[config.mk]
export PLATFORM = sky130hd
export DESIGN_NAME = sdb_builder
export DESIGN_NICKNAME = d
export VERILOG_FILES = /design/src/rtl/sdb_pkg.sv /design/src/rtl/sdb_fifo.sv /design/src/rtl/sdb_builder.sv
export SDC_FILE = /design/constraint.sdc
export NUM_CORES = 1
export LEC_CHECK = 0
export BUFFER_PORTS_ARGS = -buffer_cell sky130_fd_sc_hd__buf_2
export CAP_MARGIN = 40
export CORE_UTILIZATION = 50
export CTS_CLUSTER_SIZE = 8
export DETAILED_ROUTE_END_ITERATION = 10
export GPL_TIMING_DRIVEN = 0
export HOLD_SLACK_MARGIN = 0.12
export PLACE_DENSITY = 0.7
export SETUP_SLACK_MARGIN = 0.02
export SLEW_MARGIN = 20
export SYNTH_ARGS = -nofsm -noshare
export SYNTH_HDL_FRONTEND = slang
export SYNTH_SLANG_ARGS = --single-unit
[constraint.sdc]
create_clock -name core_clk -period 11.8 [get_ports core_clk]
set_input_delay 0 -clock core_clk [delete_from_list [all_inputs] [get_ports core_clk]]
set_output_delay 0 -clock core_clk [all_outputs]
set_load 0.02 [all_outputs]
[src/rtl/sdb_pkg.sv]
// sense descriptor builder: shared constants, byte positions and carriers
// assumes one core clock; every offset is a byte index into the report
package sdb_pkg;

   // ----------------------------------------------------------------
   // report geometry
   // ----------------------------------------------------------------
   localparam int          REPORT_LEN  = 60;
   localparam logic [5:0]  LAST_IDX    = 6'h3b;   // byte 59
   localparam logic [7:0]  ADD_SENSE_LEN = 8'h34; // bytes that follow byte 7
   localparam int          FIFO_DEPTH  = 32;
   localparam int          BEAT_W      = 9;

   // ----------------------------------------------------------------
   // header and descriptor start offsets
   // ----------------------------------------------------------------
   localparam logic [7:0]  RESP_CURRENT  = 8'h72;
   localparam logic [7:0]  RESP_DEFERRED = 8'h73;
   localparam int          OFS_HDR_LEN   = 7;
   localparam int          OFS_INFO      = 8;
   localparam int          OFS_CMD       = 20;
   localparam int          OFS_SKS       = 32;
   localparam int          OFS_UNIT      = 40;
   localparam int          OFS_BLK       = 44;
   localparam int          OFS_ERRC      = 48;
   localparam int          OFS_PER       = 52;
   localparam int          VALID_BIT     = 7;
   localparam int          LI_BIT        = 5;     // length-indicator bit in block byte 3

   // ----------------------------------------------------------------
   // descriptor type codes and additional lengths
   // ----------------------------------------------------------------
   localparam logic [7:0]  TYPE_INFO = 8'h00;
   localparam logic [7:0]  TYPE_CMD  = 8'h01;
   localparam logic [7:0]  TYPE_SKS  = 8'h02;
   localparam logic [7:0]  TYPE_UNIT = 8'h03;
   localparam logic [7:0]  TYPE_BLK  = 8'h05;
   localparam logic [7:0]  TYPE_ERRC = 8'h80;
   localparam logic [7:0]  TYPE_PER  = 8'h81;
   localparam logic [7:0]  LEN_INFO  = 8'h0a;
   localparam logic [7:0]  LEN_CMD   = 8'h0a;
   localparam logic [7:0]  LEN_SKS   = 8'h06;
   localparam logic [7:0]  LEN_UNIT  = 8'h02;
   localparam logic [7:0]  LEN_BLK   = 8'h02;
   localparam logic [7:0]  LEN_ERRC  = 8'h02;
   localparam logic [7:0]  LEN_PER   = 8'h06;

   // ----------------------------------------------------------------
   // carriers
   // ----------------------------------------------------------------
   // fixed-format field values that feed one report
   typedef struct packed {
      logic        deferred;
      logic [3:0]  sense_key;
      logic [7:0]  asc;
      logic [7:0]  ascq;
      logic        info_valid;
      logic [63:0] block_addr;
      logic [31:0] residue;
      logic        length_mismatch_flag;
      logic [31:0] cmd_info;
      logic [23:0] key_specific;   // bit 23 is specific_field_valid
      logic [7:0]  replaceable_unit_code;
      logic [15:0] unit_error_code;
      logic [47:0] phys_record;
   } sdb_fields_t;

   // one byte of the outgoing stream
   typedef struct packed {
      logic        last;
      logic [7:0]  data;
   } sdb_beat_t;

   typedef enum logic {SDB_IDLE, SDB_EMIT} sdb_state_t;

endpackage

[src/rtl/sdb_fifo.sv]
// sdb_fifo: synchronous first-in first-out buffer, valid/ready on both sides
// assumes one clock and a synchronous active-high reset
`timescale 1ns/1ps
module sdb_fifo #(
   parameter int WIDTH = 9,
   parameter int DEPTH = 32
) (
   input  wire logic             core_clk,
   input  wire logic             reset,
   input  wire logic             in_valid,
   output logic                  in_ready,
   input  wire logic [WIDTH-1:0] in_data,
   output logic                  out_valid,
   input  wire logic             out_ready,
   output logic [WIDTH-1:0]      out_data
);
   localparam int AW = $clog2(DEPTH);

   logic [WIDTH-1:0] mem [0:DEPTH-1];
   logic [AW:0]      wr_ptr;
   logic [AW:0]      rd_ptr;
   logic [AW:0]      next_wr_ptr;
   logic [AW:0]      next_rd_ptr;
   logic             push;
   logic             pop;

   // ----------------------------------------------------------------
   // status; the extra pointer bit tells full from empty
   // ----------------------------------------------------------------
   assign in_ready  = !((wr_ptr[AW] != rd_ptr[AW]) && (wr_ptr[AW-1:0] == rd_ptr[AW-1:0]));
   assign out_valid = (wr_ptr != rd_ptr);
   assign push      = in_valid && in_ready;
   assign pop       = out_valid && out_ready;
   assign out_data  = mem[rd_ptr[AW-1:0]];

   // pointer next values
   always_comb begin
      next_wr_ptr = wr_ptr;
      next_rd_ptr = rd_ptr;
      if (push) begin
         next_wr_ptr = wr_ptr + 1'b1;
      end
      if (pop) begin
         next_rd_ptr = rd_ptr + 1'b1;
      end
   end

   // pointers only; storage has no reset to keep it as plain flops
   always_ff @(posedge core_clk) begin
      if (reset) begin
         wr_ptr <= '0;
         rd_ptr <= '0;
      end else begin
         wr_ptr <= next_wr_ptr;
         rd_ptr <= next_rd_ptr;
      end
   end

   always_ff @(posedge core_clk) begin
      if (push) begin
         mem[wr_ptr[AW-1:0]] <= in_data;
      end
   end

endmodule

[src/rtl/sdb_builder.sv]
// sdb_builder: turns one set of fixed-format error fields into the 60-byte
// descriptor-format report and streams it out a byte at a time
// assumes inputs synchronous to core_clk and a synchronous active-high reset
//
// Behaviour
// - command-specific descriptor sits in report bytes 20 to 31
// - command-specific descriptor: type 01h, additional length 0Ah
// - its bytes 4-11 carry the command-specific value; bytes 2-3 zero
// - key-specific descriptor sits in report bytes 32 to 39
// - key-specific descriptor: type 02h, additional length 06h
// - bytes 4-6 copy fixed-format bytes 15-17; byte 7 zero
// - replaceable-unit descriptor sits in bytes 40 to 43
// - replaceable-unit descriptor: type 03h, length 02h, byte 2 zero, byte 3 code
// - unit code equals the fixed-format replaceable-unit code
// - block command descriptor sits in bytes 44 to 47
// - block command descriptor: type 05h, length 02h, byte 2 zero
// - block byte 3 holds only the length-mismatch bit
// - information field: block address if bit clear, signed residue if set
// - unit-error-code descriptor sits in bytes 48 to 51
// - unit-error-code descriptor: type 80h, length 02h, code in bytes 2-3
// - unit error code equals the fixed-format vendor error value
// - physical-error-record descriptor sits in bytes 52 to 59
// - physical-error-record descriptor: type 81h, length 06h, record bytes 2-7
// - record equals fixed-format bytes 24 to 29
// - all seven descriptors always emitted in fixed order through byte 59
// - header response code 72h current, 73h deferred
`timescale 1ns/1ps
module sdb_builder (
   input  wire logic                 core_clk,
   input  wire logic                 reset,
   input  wire logic                 req_valid,
   output logic                      req_ready,
   input  wire sdb_pkg::sdb_fields_t req_fields,
   output logic                      out_valid,
   input  wire logic                 out_ready,
   output logic [7:0]                out_data,
   output logic                      out_last,
   output logic                      busy
);

   // ----------------------------------------------------------------
   // state
   // ----------------------------------------------------------------
   sdb_pkg::sdb_state_t  state;
   sdb_pkg::sdb_state_t  next_state;
   sdb_pkg::sdb_fields_t cap;
   sdb_pkg::sdb_fields_t next_cap;
   logic [5:0]           idx;
   logic [5:0]           next_idx;
   logic [7:0]           rpt [0:sdb_pkg::REPORT_LEN-1];
   logic [63:0]          info_word;
   sdb_pkg::sdb_beat_t   push_beat;
   sdb_pkg::sdb_beat_t   pop_beat;
   logic                 push_valid;
   logic                 push_ready;
   logic                 push;

   // byte k of a big-endian field, counted from its first byte
   function automatic logic [7:0] be_byte(input logic [63:0] v, input int nbytes, input int k);
      logic [63:0] sh;
      sh = v >> (8 * (nbytes - 1 - k));
      return sh[7:0];
   endfunction

   // ----------------------------------------------------------------
   // report assembly from the captured fields
   // ----------------------------------------------------------------
   // information field meaning follows the length-mismatch bit
   always_comb begin
      if (cap.length_mismatch_flag) begin
         info_word = {{32{cap.residue[31]}}, cap.residue};
      end else begin
         info_word = cap.block_addr;
      end
   end

   // every byte starts at zero so reserved positions stay clean
   always_comb begin
      for (int i = 0; i < sdb_pkg::REPORT_LEN; i++) begin
         rpt[i] = 8'h00;
      end
      // common header
      rpt[0] = cap.deferred ? sdb_pkg::RESP_DEFERRED : sdb_pkg::RESP_CURRENT;
      rpt[1] = {4'h0, cap.sense_key};
      rpt[2] = cap.asc;
      rpt[3] = cap.ascq;
      rpt[sdb_pkg::OFS_HDR_LEN] = sdb_pkg::ADD_SENSE_LEN;
      // information descriptor, bytes 8-19
      rpt[sdb_pkg::OFS_INFO]     = sdb_pkg::TYPE_INFO;
      rpt[sdb_pkg::OFS_INFO + 1] = sdb_pkg::LEN_INFO;
      rpt[sdb_pkg::OFS_INFO + 2][sdb_pkg::VALID_BIT] = cap.info_valid;
      for (int k = 0; k < 8; k++) begin
         rpt[sdb_pkg::OFS_INFO + 4 + k] = be_byte(info_word, 8, k);
      end
      // command-specific descriptor, bytes 20-31; 32-bit value zero-extended
      rpt[sdb_pkg::OFS_CMD]     = sdb_pkg::TYPE_CMD;
      rpt[sdb_pkg::OFS_CMD + 1] = sdb_pkg::LEN_CMD;
      for (int k = 0; k < 8; k++) begin
         rpt[sdb_pkg::OFS_CMD + 4 + k] = be_byte({32'h0, cap.cmd_info}, 8, k);
      end
      // key-specific descriptor, bytes 32-39
      rpt[sdb_pkg::OFS_SKS]     = sdb_pkg::TYPE_SKS;
      rpt[sdb_pkg::OFS_SKS + 1] = sdb_pkg::LEN_SKS;
      for (int k = 0; k < 3; k++) begin
         rpt[sdb_pkg::OFS_SKS + 4 + k] = be_byte({40'h0, cap.key_specific}, 3, k);
      end
      // replaceable-unit descriptor, bytes 40-43
      rpt[sdb_pkg::OFS_UNIT]     = sdb_pkg::TYPE_UNIT;
      rpt[sdb_pkg::OFS_UNIT + 1] = sdb_pkg::LEN_UNIT;
      rpt[sdb_pkg::OFS_UNIT + 3] = cap.replaceable_unit_code;
      // block command descriptor, bytes 44-47
      rpt[sdb_pkg::OFS_BLK]     = sdb_pkg::TYPE_BLK;
      rpt[sdb_pkg::OFS_BLK + 1] = sdb_pkg::LEN_BLK;
      rpt[sdb_pkg::OFS_BLK + 3][sdb_pkg::LI_BIT] = cap.length_mismatch_flag;
      // unit-error-code descriptor, bytes 48-51
      rpt[sdb_pkg::OFS_ERRC]     = sdb_pkg::TYPE_ERRC;
      rpt[sdb_pkg::OFS_ERRC + 1] = sdb_pkg::LEN_ERRC;
      rpt[sdb_pkg::OFS_ERRC + 2] = cap.unit_error_code[15:8];
      rpt[sdb_pkg::OFS_ERRC + 3] = cap.unit_error_code[7:0];
      // physical-error-record descriptor, bytes 52-59
      rpt[sdb_pkg::OFS_PER]     = sdb_pkg::TYPE_PER;
      rpt[sdb_pkg::OFS_PER + 1] = sdb_pkg::LEN_PER;
      for (int k = 0; k < 6; k++) begin
         rpt[sdb_pkg::OFS_PER + 2 + k] = be_byte({16'h0, cap.phys_record}, 6, k);
      end
   end

   // ----------------------------------------------------------------
   // sequencer: one request in, sixty bytes out
   // ----------------------------------------------------------------
   assign req_ready  = (state == sdb_pkg::SDB_IDLE);
   assign busy       = (state == sdb_pkg::SDB_EMIT);
   assign push_valid = (state == sdb_pkg::SDB_EMIT);
   assign push       = push_valid && push_ready;
   assign push_beat.data = rpt[idx];
   assign push_beat.last = (idx == sdb_pkg::LAST_IDX);

   // fields are frozen at acceptance so the report is self-consistent
   // even if the caller changes its inputs mid-stream
   always_comb begin
      next_state = state;
      next_cap   = cap;
      next_idx   = idx;
      case (state)
         sdb_pkg::SDB_IDLE: begin
            if (req_valid) begin
               next_cap   = req_fields;
               next_idx   = 6'h00;
               next_state = sdb_pkg::SDB_EMIT;
            end
         end
         sdb_pkg::SDB_EMIT: begin
            // a full buffer stalls the walk without losing the byte
            if (push) begin
               if (idx == sdb_pkg::LAST_IDX) begin
                  next_state = sdb_pkg::SDB_IDLE;
                  next_idx   = 6'h00;
               end else begin
                  next_idx = idx + 6'h01;
               end
            end
         end
         default: begin
            next_state = sdb_pkg::SDB_IDLE;
            next_idx   = 6'h00;
         end
      endcase
   end

   always_ff @(posedge core_clk) begin
      if (reset) begin
         state <= sdb_pkg::SDB_IDLE;
         cap   <= '0;
         idx   <= 6'h00;
      end else begin
         state <= next_state;
         cap   <= next_cap;
         idx   <= next_idx;
      end
   end

   // ----------------------------------------------------------------
   // output buffer
   // ----------------------------------------------------------------
   sdb_fifo #(
      .WIDTH (sdb_pkg::BEAT_W),
      .DEPTH (sdb_pkg::FIFO_DEPTH)
   ) u_fifo (
      .core_clk  (core_clk),
      .reset     (reset),
      .in_valid  (push_valid),
      .in_ready  (push_ready),
      .in_data   (push_beat),
      .out_valid (out_valid),
      .out_ready (out_ready),
      .out_data  (pop_beat)
   );

   assign out_data = pop_beat.data;
   assign out_last = pop_beat.last;

   // ----------------------------------------------------------------
   // checks
   // ----------------------------------------------------------------
   property p_cmd_head;
      @(posedge core_clk) disable iff (reset)
      push && idx == 6'h14 |=> $past(push_beat.data) == 8'h01 && (!push || push_beat.data == 8'h0a);
   endproperty
   a_cmd_head: assert property (p_cmd_head) else $error("command-specific header wrong");

   property p_cmd_value;
      @(posedge core_clk) disable iff (reset)
      push && idx == 6'h1f |-> push_beat.data == cap.cmd_info[7:0] && rpt[24] == 8'h00 && rpt[22] == 8'h00;
   endproperty
   a_cmd_value: assert property (p_cmd_value) else $error("command-specific value misplaced");

   property p_sks_body;
      @(posedge core_clk) disable iff (reset)
      push && idx == 6'h24 |-> push_beat.data == cap.key_specific[23:16] && rpt[39] == 8'h00
                               && rpt[32] == 8'h02 && rpt[33] == 8'h06;
   endproperty
   a_sks_body: assert property (p_sks_body) else $error("key-specific descriptor wrong");

   property p_unit_code;
      @(posedge core_clk) disable iff (reset)
      push && idx == 6'h2b |-> push_beat.data == cap.replaceable_unit_code && rpt[40] == 8'h03;
   endproperty
   a_unit_code: assert property (p_unit_code) else $error("replaceable-unit code wrong");

   property p_blk_bit;
      @(posedge core_clk) disable iff (reset)
      push && idx == 6'h2f |-> push_beat.data == {2'b00, cap.length_mismatch_flag, 5'b00000};
   endproperty
   a_blk_bit: assert property (p_blk_bit) else $error("block byte 3 wrong");

   property p_info_sel;
      @(posedge core_clk) disable iff (reset)
      push && idx == 6'h13 |->
         push_beat.data == (cap.length_mismatch_flag ? cap.residue[7:0] : cap.block_addr[7:0]);
   endproperty
   a_info_sel: assert property (p_info_sel) else $error("information field source wrong");

   property p_errc;
      @(posedge core_clk) disable iff (reset)
      push && idx == 6'h32 |-> push_beat.data == cap.unit_error_code[15:8] && rpt[48] == 8'h80;
   endproperty
   a_errc: assert property (p_errc) else $error("unit error code wrong");

   property p_per;
      @(posedge core_clk) disable iff (reset)
      push && idx == 6'h3b |-> push_beat.data == cap.phys_record[7:0] && rpt[52] == 8'h81;
   endproperty
   a_per: assert property (p_per) else $error("physical record wrong");

   // helper for the order check: pushes counted apart from idx, so a
   // walk that skips or repeats a byte cannot still end on byte 59
   logic [6:0] n_pushed;
   logic [6:0] next_n_pushed;

   // count restarts when a report is taken
   always_comb begin
      next_n_pushed = n_pushed;
      if (req_valid && req_ready) begin
         next_n_pushed = 7'h00;
      end else if (push) begin
         next_n_pushed = n_pushed + 7'h01;
      end
   end

   always_ff @(posedge core_clk) begin
      if (reset) begin
         n_pushed <= 7'h00;
      end else begin
         n_pushed <= next_n_pushed;
      end
   end

   property p_take;
      @(posedge core_clk) disable iff (reset)
      req_valid && req_ready |=> busy && !req_ready && push_valid && idx == 6'h00;
   endproperty
   a_take: assert property (p_take) else $error("report did not start at byte 0");

   property p_reserved;
      @(posedge core_clk) disable iff (reset)
      push && (idx inside {6'h04, 6'h05, 6'h06, 6'h0b, 6'h16, 6'h17, 6'h22, 6'h23, 6'h27, 6'h2a, 6'h2e})
         |-> push_beat.data == 8'h00;
   endproperty
   a_reserved: assert property (p_reserved) else $error("reserved byte not zero");

   property p_blk_head;
      @(posedge core_clk) disable iff (reset)
      push && idx == 6'h2c |-> push_beat.data == 8'h05 && rpt[45] == 8'h02 && rpt[46] == 8'h00;
   endproperty
   a_blk_head: assert property (p_blk_head) else $error("block command header wrong");

   property p_order;
      @(posedge core_clk) disable iff (reset)
      push && push_beat.last |-> idx == 6'h3b && n_pushed == 7'h3b ##1 state == sdb_pkg::SDB_IDLE;
   endproperty
   a_order: assert property (p_order) else $error("report did not end at byte 59");

   property p_resp;
      @(posedge core_clk) disable iff (reset)
      push && idx == 6'h00 |-> push_beat.data == (cap.deferred ? 8'h73 : 8'h72);
   endproperty
   a_resp: assert property (p_resp) else $error("response code wrong");

   c_current:  cover property (@(posedge core_clk) disable iff (reset) push && idx == 6'h00 && !cap.deferred);
   c_deferred: cover property (@(posedge core_clk) disable iff (reset) push && idx == 6'h00 && cap.deferred);
   c_stall:    cover property (@(posedge core_clk) disable iff (reset) push_valid && !push_ready);
   c_done:     cover property (@(posedge core_clk) disable iff (reset) out_valid && out_ready && out_last);

endmodule

==> results.ini, run 1 <==
[outcome]
status=finished clean

[routing]
drt-initial-drc-count=1934
route.vias.total=18800
wl_per_cell_um=23.9
drtAntennaViolNets=0
viasPerCell=5.88
drc_errors=0
drt_pre_antenna_iters=8
drt-total-wl_um=76600

[finish]
stdcell_count=3205
area_growth_pct=30.9
layout-drive-gt1-share_pct=21.1
layout_common_cells=nand2_1, edfxtp_1, buf_2
final_area_sq_mm=0.0301
layout.nets=2828
final_common_cell=nand2_1

[setup_path]
slowest_stage=a2111oi_0
worstSetupEndpointType=flop
worstPathArrival_ns=3.96
path_cells=buf_2 > buf_2 > buf_2 > mux4_2 > a2111oi_0 > nor4_2 > buf_2 > buf_2 > buf_2
crit_path_max_incr_delay_ns=0.79
crit_type=flop to flop
r2r_slack_ns=8.17
start_kind=flop
crit_required_ns=12.12
crit_fanout=10
crit_top_cell=buf_2

[yosys]
async_flop_share_pct=0
mappedNetlistNets=2201
ys_seq_area_share_pct=61.2
syn_area_per_cell_sq_um=11.8
synth_mux_area_share_pct=13.9
synth_area_sq_mm=0.0230
synth-xor-area-share_pct=0.533
yosys_warnings=0
yosys_most_used_dff=edfxtp_1
synth_fa_ha_area_share_pct=0.435
synth_cells=1942
synth_edf_count=288
synth-simple-area-share_pct=11.3
synth.ff_latch_count=559
synth-compound-area-share_pct=9.57
ys_types=58
synth_top_family_by_area=multiplexers

[placement]
dpl_cell_area_sq_mm=0.0252
dp_hpwl_um=48400
io_buffer_count=261
placed_cells=2818
post-place-ws_ns=8.25
gp_congestion=0.919

[clock_tree]
cts_resized=0
cts_buffers=79
post_cts_buffers=0
htree_levels=3
cts_tree=built
cts.sinks=559
root_buffer=clkbuf_16
cts_buffer_depth=3
clkTransAtPathRegs_ns=0.05
insertion_delay_ns=0.61

[grt]
grt_pass1_vias=19300
grt_usage_pct=33.0
grt_overflow=0
grt_pass1_wl_um=115000
grt_max_degree=33
antenna_found_initial=3

[die]
core_region_area_sq_mm=0.0454
num_rows=78
initial_core_util_pct=50.7
dieArea_sq_mm=0.0468
die_y_um=216
ios=263
die_w_um=216

[timing]
finalSetupViolCount=0
slew_violations=0
fin_skew_ns=0.0228
fin_setup_tns_ns=0
fin_hold_ws_ns=0.195
timing.final.crit_share_pct=30.8
slew_headroom_pct=40.1
layout_setup_ws_ns=8.17
tightest_slew_ns=0.876
rsz0062_at_grt=false
fin_crit_ns=3.63
max_freq_ghz=0.275
finalHoldViolations=0

[power_and_ir_drop]
powerDensity_mw_per_mm2=160
ir_drop_v=0.000116
power.leakage_nw=10.7

[hold_path]
hp-class=primary input to flop

[job]
cap_violations=0

-- worst paths after layout --
kind / cells after the start / startpoint / to
worst max register to register: 9 / idx[1] / u_fifo.mem[20][5]
worst min register to register: 2 / cap[232] / cap[232]
worst max-delay path: 9 / idx[1] / u_fifo.mem[20][5]
worst min-delay path: 4 / req_fields[186] / cap[186]
-- through the flow --
| stage | utilization (%) | power, mW |
|---|---|---|
| finish | 66.3 | 4.82 |
| global route | 66.3 | 4.95 |
| global placement | 55.2 | 2.70 |
| floorplan | - | 2.51 |
| detailed placement | 55.5 | 2.72 |
| CTS | 65.9 | 4.81 |
-- logic make-up (layout without fill, tap and decap cells) --
logic type               Yosys count  after routing
multiplexers                     173            173
other                              0              2
XOR/XNOR                          14             14
adder cells (fa/ha/maj)            8              8
AND/OR/NAND/NOR                  654            654
AO/OA/AOI/OAI                    378            378
flip-flops                       559            559
buffers and inverters            156            817
-- state kept, by name (all words and copies together), names as in the netlist, named ones only --
name / cells
u_fifo.mem: 288
busy: 1
u_fifo.wr_ptr: 6
u_fifo.rd_ptr: 6
cap: 247
idx: 6
-- power by group --
group | switching [mW] | total (mW) | internal (mW) | leakage, nW
combinational | 0.342 | 0.629 | 0.287 | 4.88
clock | 0.809 | 2.05 | 1.24 | 1.07
sequential | 0.0343 | 2.14 | 2.11 | 4.77
total | 1.18 | 4.82 | 3.64 | 10.7
-- worst max-delay path, delay by kind of cell, from the launching register on --
kind	cells	cell delay, ns
compound gates	1	0.79
buf+inv	6	1.68
flops	1	0.37
mux	1	0.44
simple gates	1	0.06
-- layout make-up --
class / count / area [sq um]
diodes: 2 / 5.00
plain buffers: 147 / 661
clock buffers: 110 / 2140
clock inverters: 5 / 87.6
fillers: 3198 / 15300
inverters: 9 / 33.8
multi-input cells: 1227 / 8260
flip-flops and latches: 559 / 14100
well taps: 600 / 751
repair buffers: 546 / 4080
-- layer usage --
layer / global-route usage (%) / up-vias / wire (um)
met3: 6.75 / 266 / 7360
met1: 41.1 / 9122 / 28200
met2: 55.2 / 1182 / 37400
li1: - / 8277 / -
met5: 0 / - / 14
met4: 15.7 / 2 / 3630
-- synthesized netlist by cell type, types with 8 or more instances --
cell      instances  area (sq um)
clkbuf_1        101           379
nor2_1           58           218
a21oi_1         266          1330
buf_2            18          90.1
a221o_1           8          80.1
a22oi_1          16           120
buf_1            11          41.3
nand2_1         536          2010
ha_1              8           100
dfxtp_1         271          5430
o21ai_0          16          80.1
o21a_1           10          75.1
mux4_2          107          2410
nor2b_1           8          50.1
nand3_1          18          90.1
buf_4            11          82.6
mux2i_1          52           521
edfxtp_1        288          8650
a221oi_1         10          87.6
inv_1             8          30.0
-- repair_timing --
item                       4_1_cts  5_1_grt
hold endpoints to repair       261        0
setup endpoints to repair        0        0
hold buffers                   250        0
Power figures use the tool's default switching activity.
==> run 2: changes to the inputs <==
--- a/config.mk
+++ b/config.mk
@@ -12,7 +12,7 @@
 export DETAILED_ROUTE_END_ITERATION = 10
 export GPL_TIMING_DRIVEN = 0
 export HOLD_SLACK_MARGIN = 0.12
-export PLACE_DENSITY = 0.7
+export PLACE_DENSITY = 0.73
 export SETUP_SLACK_MARGIN = 0.02
 export SLEW_MARGIN = 20
 export SYNTH_ARGS = -nofsm -noshare
==> constraint.sdc (replaced) <==
create_clock -name core_clk -period 3.1 [get_ports core_clk]
set_input_delay 0 -clock core_clk [delete_from_list [all_inputs] [get_ports core_clk]]
set_output_delay 0 -clock core_clk [all_outputs]
set_load 0.02 [all_outputs]
==> results.ini, run 2 (same netlist as run 1, synthesis figures left out) <==
[outcome]
status=finished clean  ; unchanged

[timing]
tightest_slew_ns=0.897  ; was 0.876 ns
finalSetupViolCount=0  ; unchanged
rsz0062_at_grt=true  ; was false
max_freq_ghz=0.332  ; was 0.275 GHz
slew_violations=0  ; unchanged
timing.final.crit_share_pct=97.3  ; was 30.8%
finalHoldViolations=0  ; unchanged
slew_headroom_pct=40.2  ; was 40.1%
fin_crit_ns=3.01  ; was 3.63 ns
fin_skew_ns=0.0419  ; was 0.0228 ns

[clock_tree]
insertion_delay_ns=0.61  ; about the same
clkTransAtPathRegs_ns=0.06  ; was 0.05 ns
cts_buffers=80  ; was 79
cts_tree=built  ; unchanged
cts_buffer_depth=3  ; unchanged
root_buffer=clkbuf_16  ; unchanged
htree_levels=3  ; unchanged
cts.sinks=559  ; unchanged

[finish]
stdcell_count=3218  ; was 3205
layout-drive-gt1-share_pct=21.3  ; was 21.1%
largest_reg_flops=288  ; unchanged
final_common_cell=nand2_1  ; unchanged
n_fill_cell=3158  ; was 3198
layout_common_cells=nand2_1, edfxtp_1, buf_2  ; unchanged
area_growth_pct=31.6  ; was 30.9%
layout.nets=2826  ; was 2828

[grt]
grt_usage_pct=33.6  ; was 33.0%
antenna_found_initial=7  ; was 3
grt_pass1_vias=19400  ; was 19300
grt_pass1_wl_um=116000  ; was 115000 um
grt_overflow=0  ; unchanged
grt_max_degree=33  ; unchanged

[job]
cap_violations=0  ; unchanged

[die]
die_y_um=216  ; unchanged
ios=263  ; unchanged
die_w_um=216  ; unchanged
core_region_area_sq_mm=0.0454  ; unchanged
initial_core_util_pct=50.7  ; unchanged
num_rows=78  ; unchanged
dieArea_sq_mm=0.0468  ; unchanged

[placement]
placed_cells=2811  ; was 2818
io_buffer_count=261  ; unchanged
dp_hpwl_um=48800  ; was 48400 um
gp_congestion=0.951  ; was 0.919

[setup_path]
worstPathArrival_ns=3.34  ; was 3.96 ns
crit_required_ns=3.42  ; was 12.12 ns
r2r-start=idx[0]  ; was idx[1]
worstSetupEndpointType=flop  ; unchanged
path_cells=buf_4 > buf_4 > clkinv_1 > o21ai_0 > a21oi_1 > a2111oi_0 > o32ai_4 > buf_12  ; was buf_2 > buf_2 > buf_2 > mux4_2 > a2111oi_0 > nor4_2 > buf_2 > buf_2 > buf_2
r2r_end=u_fifo.mem[6][6]  ; was u_fifo.mem[20][5]
crit_fanout=16  ; was 10
crit_type=flop to flop  ; unchanged
r2r_slack_ns=0.09  ; was 8.17 ns
path_buf_inv=4  ; was 6
critPathTopFamily=compound AO/OA/AOI/OAI gates  ; was buffers and inverters
crit_top_cell=buf_4  ; was buf_2
crit_path_max_incr_delay_ns=0.74  ; was 0.79 ns
start_kind=flop  ; unchanged
slowest_stage=a2111oi_0  ; unchanged
reg2reg_depth=8  ; was 9

[power_and_ir_drop]
clkPwrFrac_pct=42.7  ; was 42.6%
powerDensity_mw_per_mm2=611  ; was 160 mW/mm^2
seqPwrFrac_pct=44.1  ; was 44.4%
netSwitchingPower_mw=4.61  ; was 1.18 mW
ir_drop_v=0.000473  ; was 0.000116 V
p_sw_share_pct=24.9  ; was 24.6%
power.leakage_nw=10.8  ; was 10.7 nW
pwr-share-comb_pct=13.3  ; was 13.0%
intPower_mw=13.9  ; was 3.64 mW
finalPower_mw=18.5  ; was 4.82 mW

[hold_path]
min-delay-start=req_fields[187]  ; was req_fields[186]
holdPathEnd=cap[187]  ; was cap[186]
min_delay_path_depth=4  ; unchanged
hp-class=primary input to flop  ; unchanged

[routing]
drt_pre_antenna_iters=7  ; was 8
drc_errors=0  ; unchanged
viasPerCell=5.96  ; was 5.88
route.vias.total=19200  ; was 18800
drt-total-wl_um=79000  ; was 76600 um
drtAntennaViolNets=0  ; unchanged
drt-initial-drc-count=1988  ; was 1934
wl_per_cell_um=24.5  ; was 23.9 um

## run 2: cell types whose count changed in the layout (fill, tap and decap cells not counted), sizes merged
cell	change
inv	+2
diode	+5
clkbuf	+13
clkinv	+1
buf	-8
## run 2: metal layers
metal	vias up	track usage [%]	share of wire (%)
li1	8288	-	-
met1	9291	41.4	36
met2	1280	54.3	47
met3	327	8.67	11
met4	0	18.3	5.8
met5	-	0	0
## run 2: worst max-delay path by stage
| stage | from | to | slack, ns | cells after the start |
|---|---|---|---|---|
| after detailed placement | idx[1] | u_fifo.mem[20][6] | -0.20 | 7 |
| after global routing | idx[0] | u_fifo.mem[16][6] | 0.01 | 8 |
| after floorplan | idx[0] | u_fifo.mem[0][5] | 0.21 | 8 |
| after CTS | flop | out_data[1] | 0.006 | 8 |
| after global placement | idx[1] | u_fifo.mem[2][5] | -1.60 | 7 |
| final | idx[0] | u_fifo.mem[6][6] | 0.09 | 8 |
## run 2: through the flow
stage / setup slack (ns) / area (sq um) / setup TNS [ns] / hold slack, ns / utilization [%]
final: 0.0851 / 30200 / 0 / 0.199 / 66.7
after global routing: 0.0149 / 30200 / 0 / 0.203 / 66.6
after CTS: 0.00581 / 30000 / 0 / 0.169 / 66.1
after detailed placement: -0.200 / 25200 / -8.34 / 0.247 / 55.5
after global placement: -1.60 / 25100 / -127.34 / 0.244 / 55.2
after floorplan: 0.214 / 23000 / 0 / 0.136 / -
## run 2: power by group through the flow
stage               Sequential [mW]  Combinational, mW  Clock, mW
floorplan                      8.23               1.34          0
global placement               8.27               2.02          0
detailed placement             8.28               2.07          0
CTS                            8.14               2.34       7.90
global route                   8.15               2.58       8.25
finish                         8.14               2.45       7.89
## run 2: layout make-up
cell class	instances	area, sq um	area share [%]
clock buffers	118	2140	7.09
clock inverters	8	98.8	0.327
multi-input cells	1227	8340	27.6
repair buffers	543	4100	13.5
diodes	7	17.5	0.0579
plain buffers	147	691	2.28
well taps	600	751	2.48
inverters	9	33.8	0.112
flip-flops and latches	559	14100	46.5
## run 2: worst reg2reg max path, stage by stage (launching register included)
cell and delay (ns):
dfxtp_1 0.38, buf_4 0.26, buf_4 0.30, clkinv_1 0.28
o21ai_0 0.20, a21oi_1 0.12, a2111oi_0 0.74, o32ai_4 0.24
buf_12 0.21
## run 2: what timing repair did
item | 4_1_cts | 5_1_grt
gates resized for setup | 10 | 14
setup endpoints to repair | 194 | 177
hold buffers | 250 | 0
endpoints found under the hold margin | 263 | 0
buffers inserted | 1 | 0
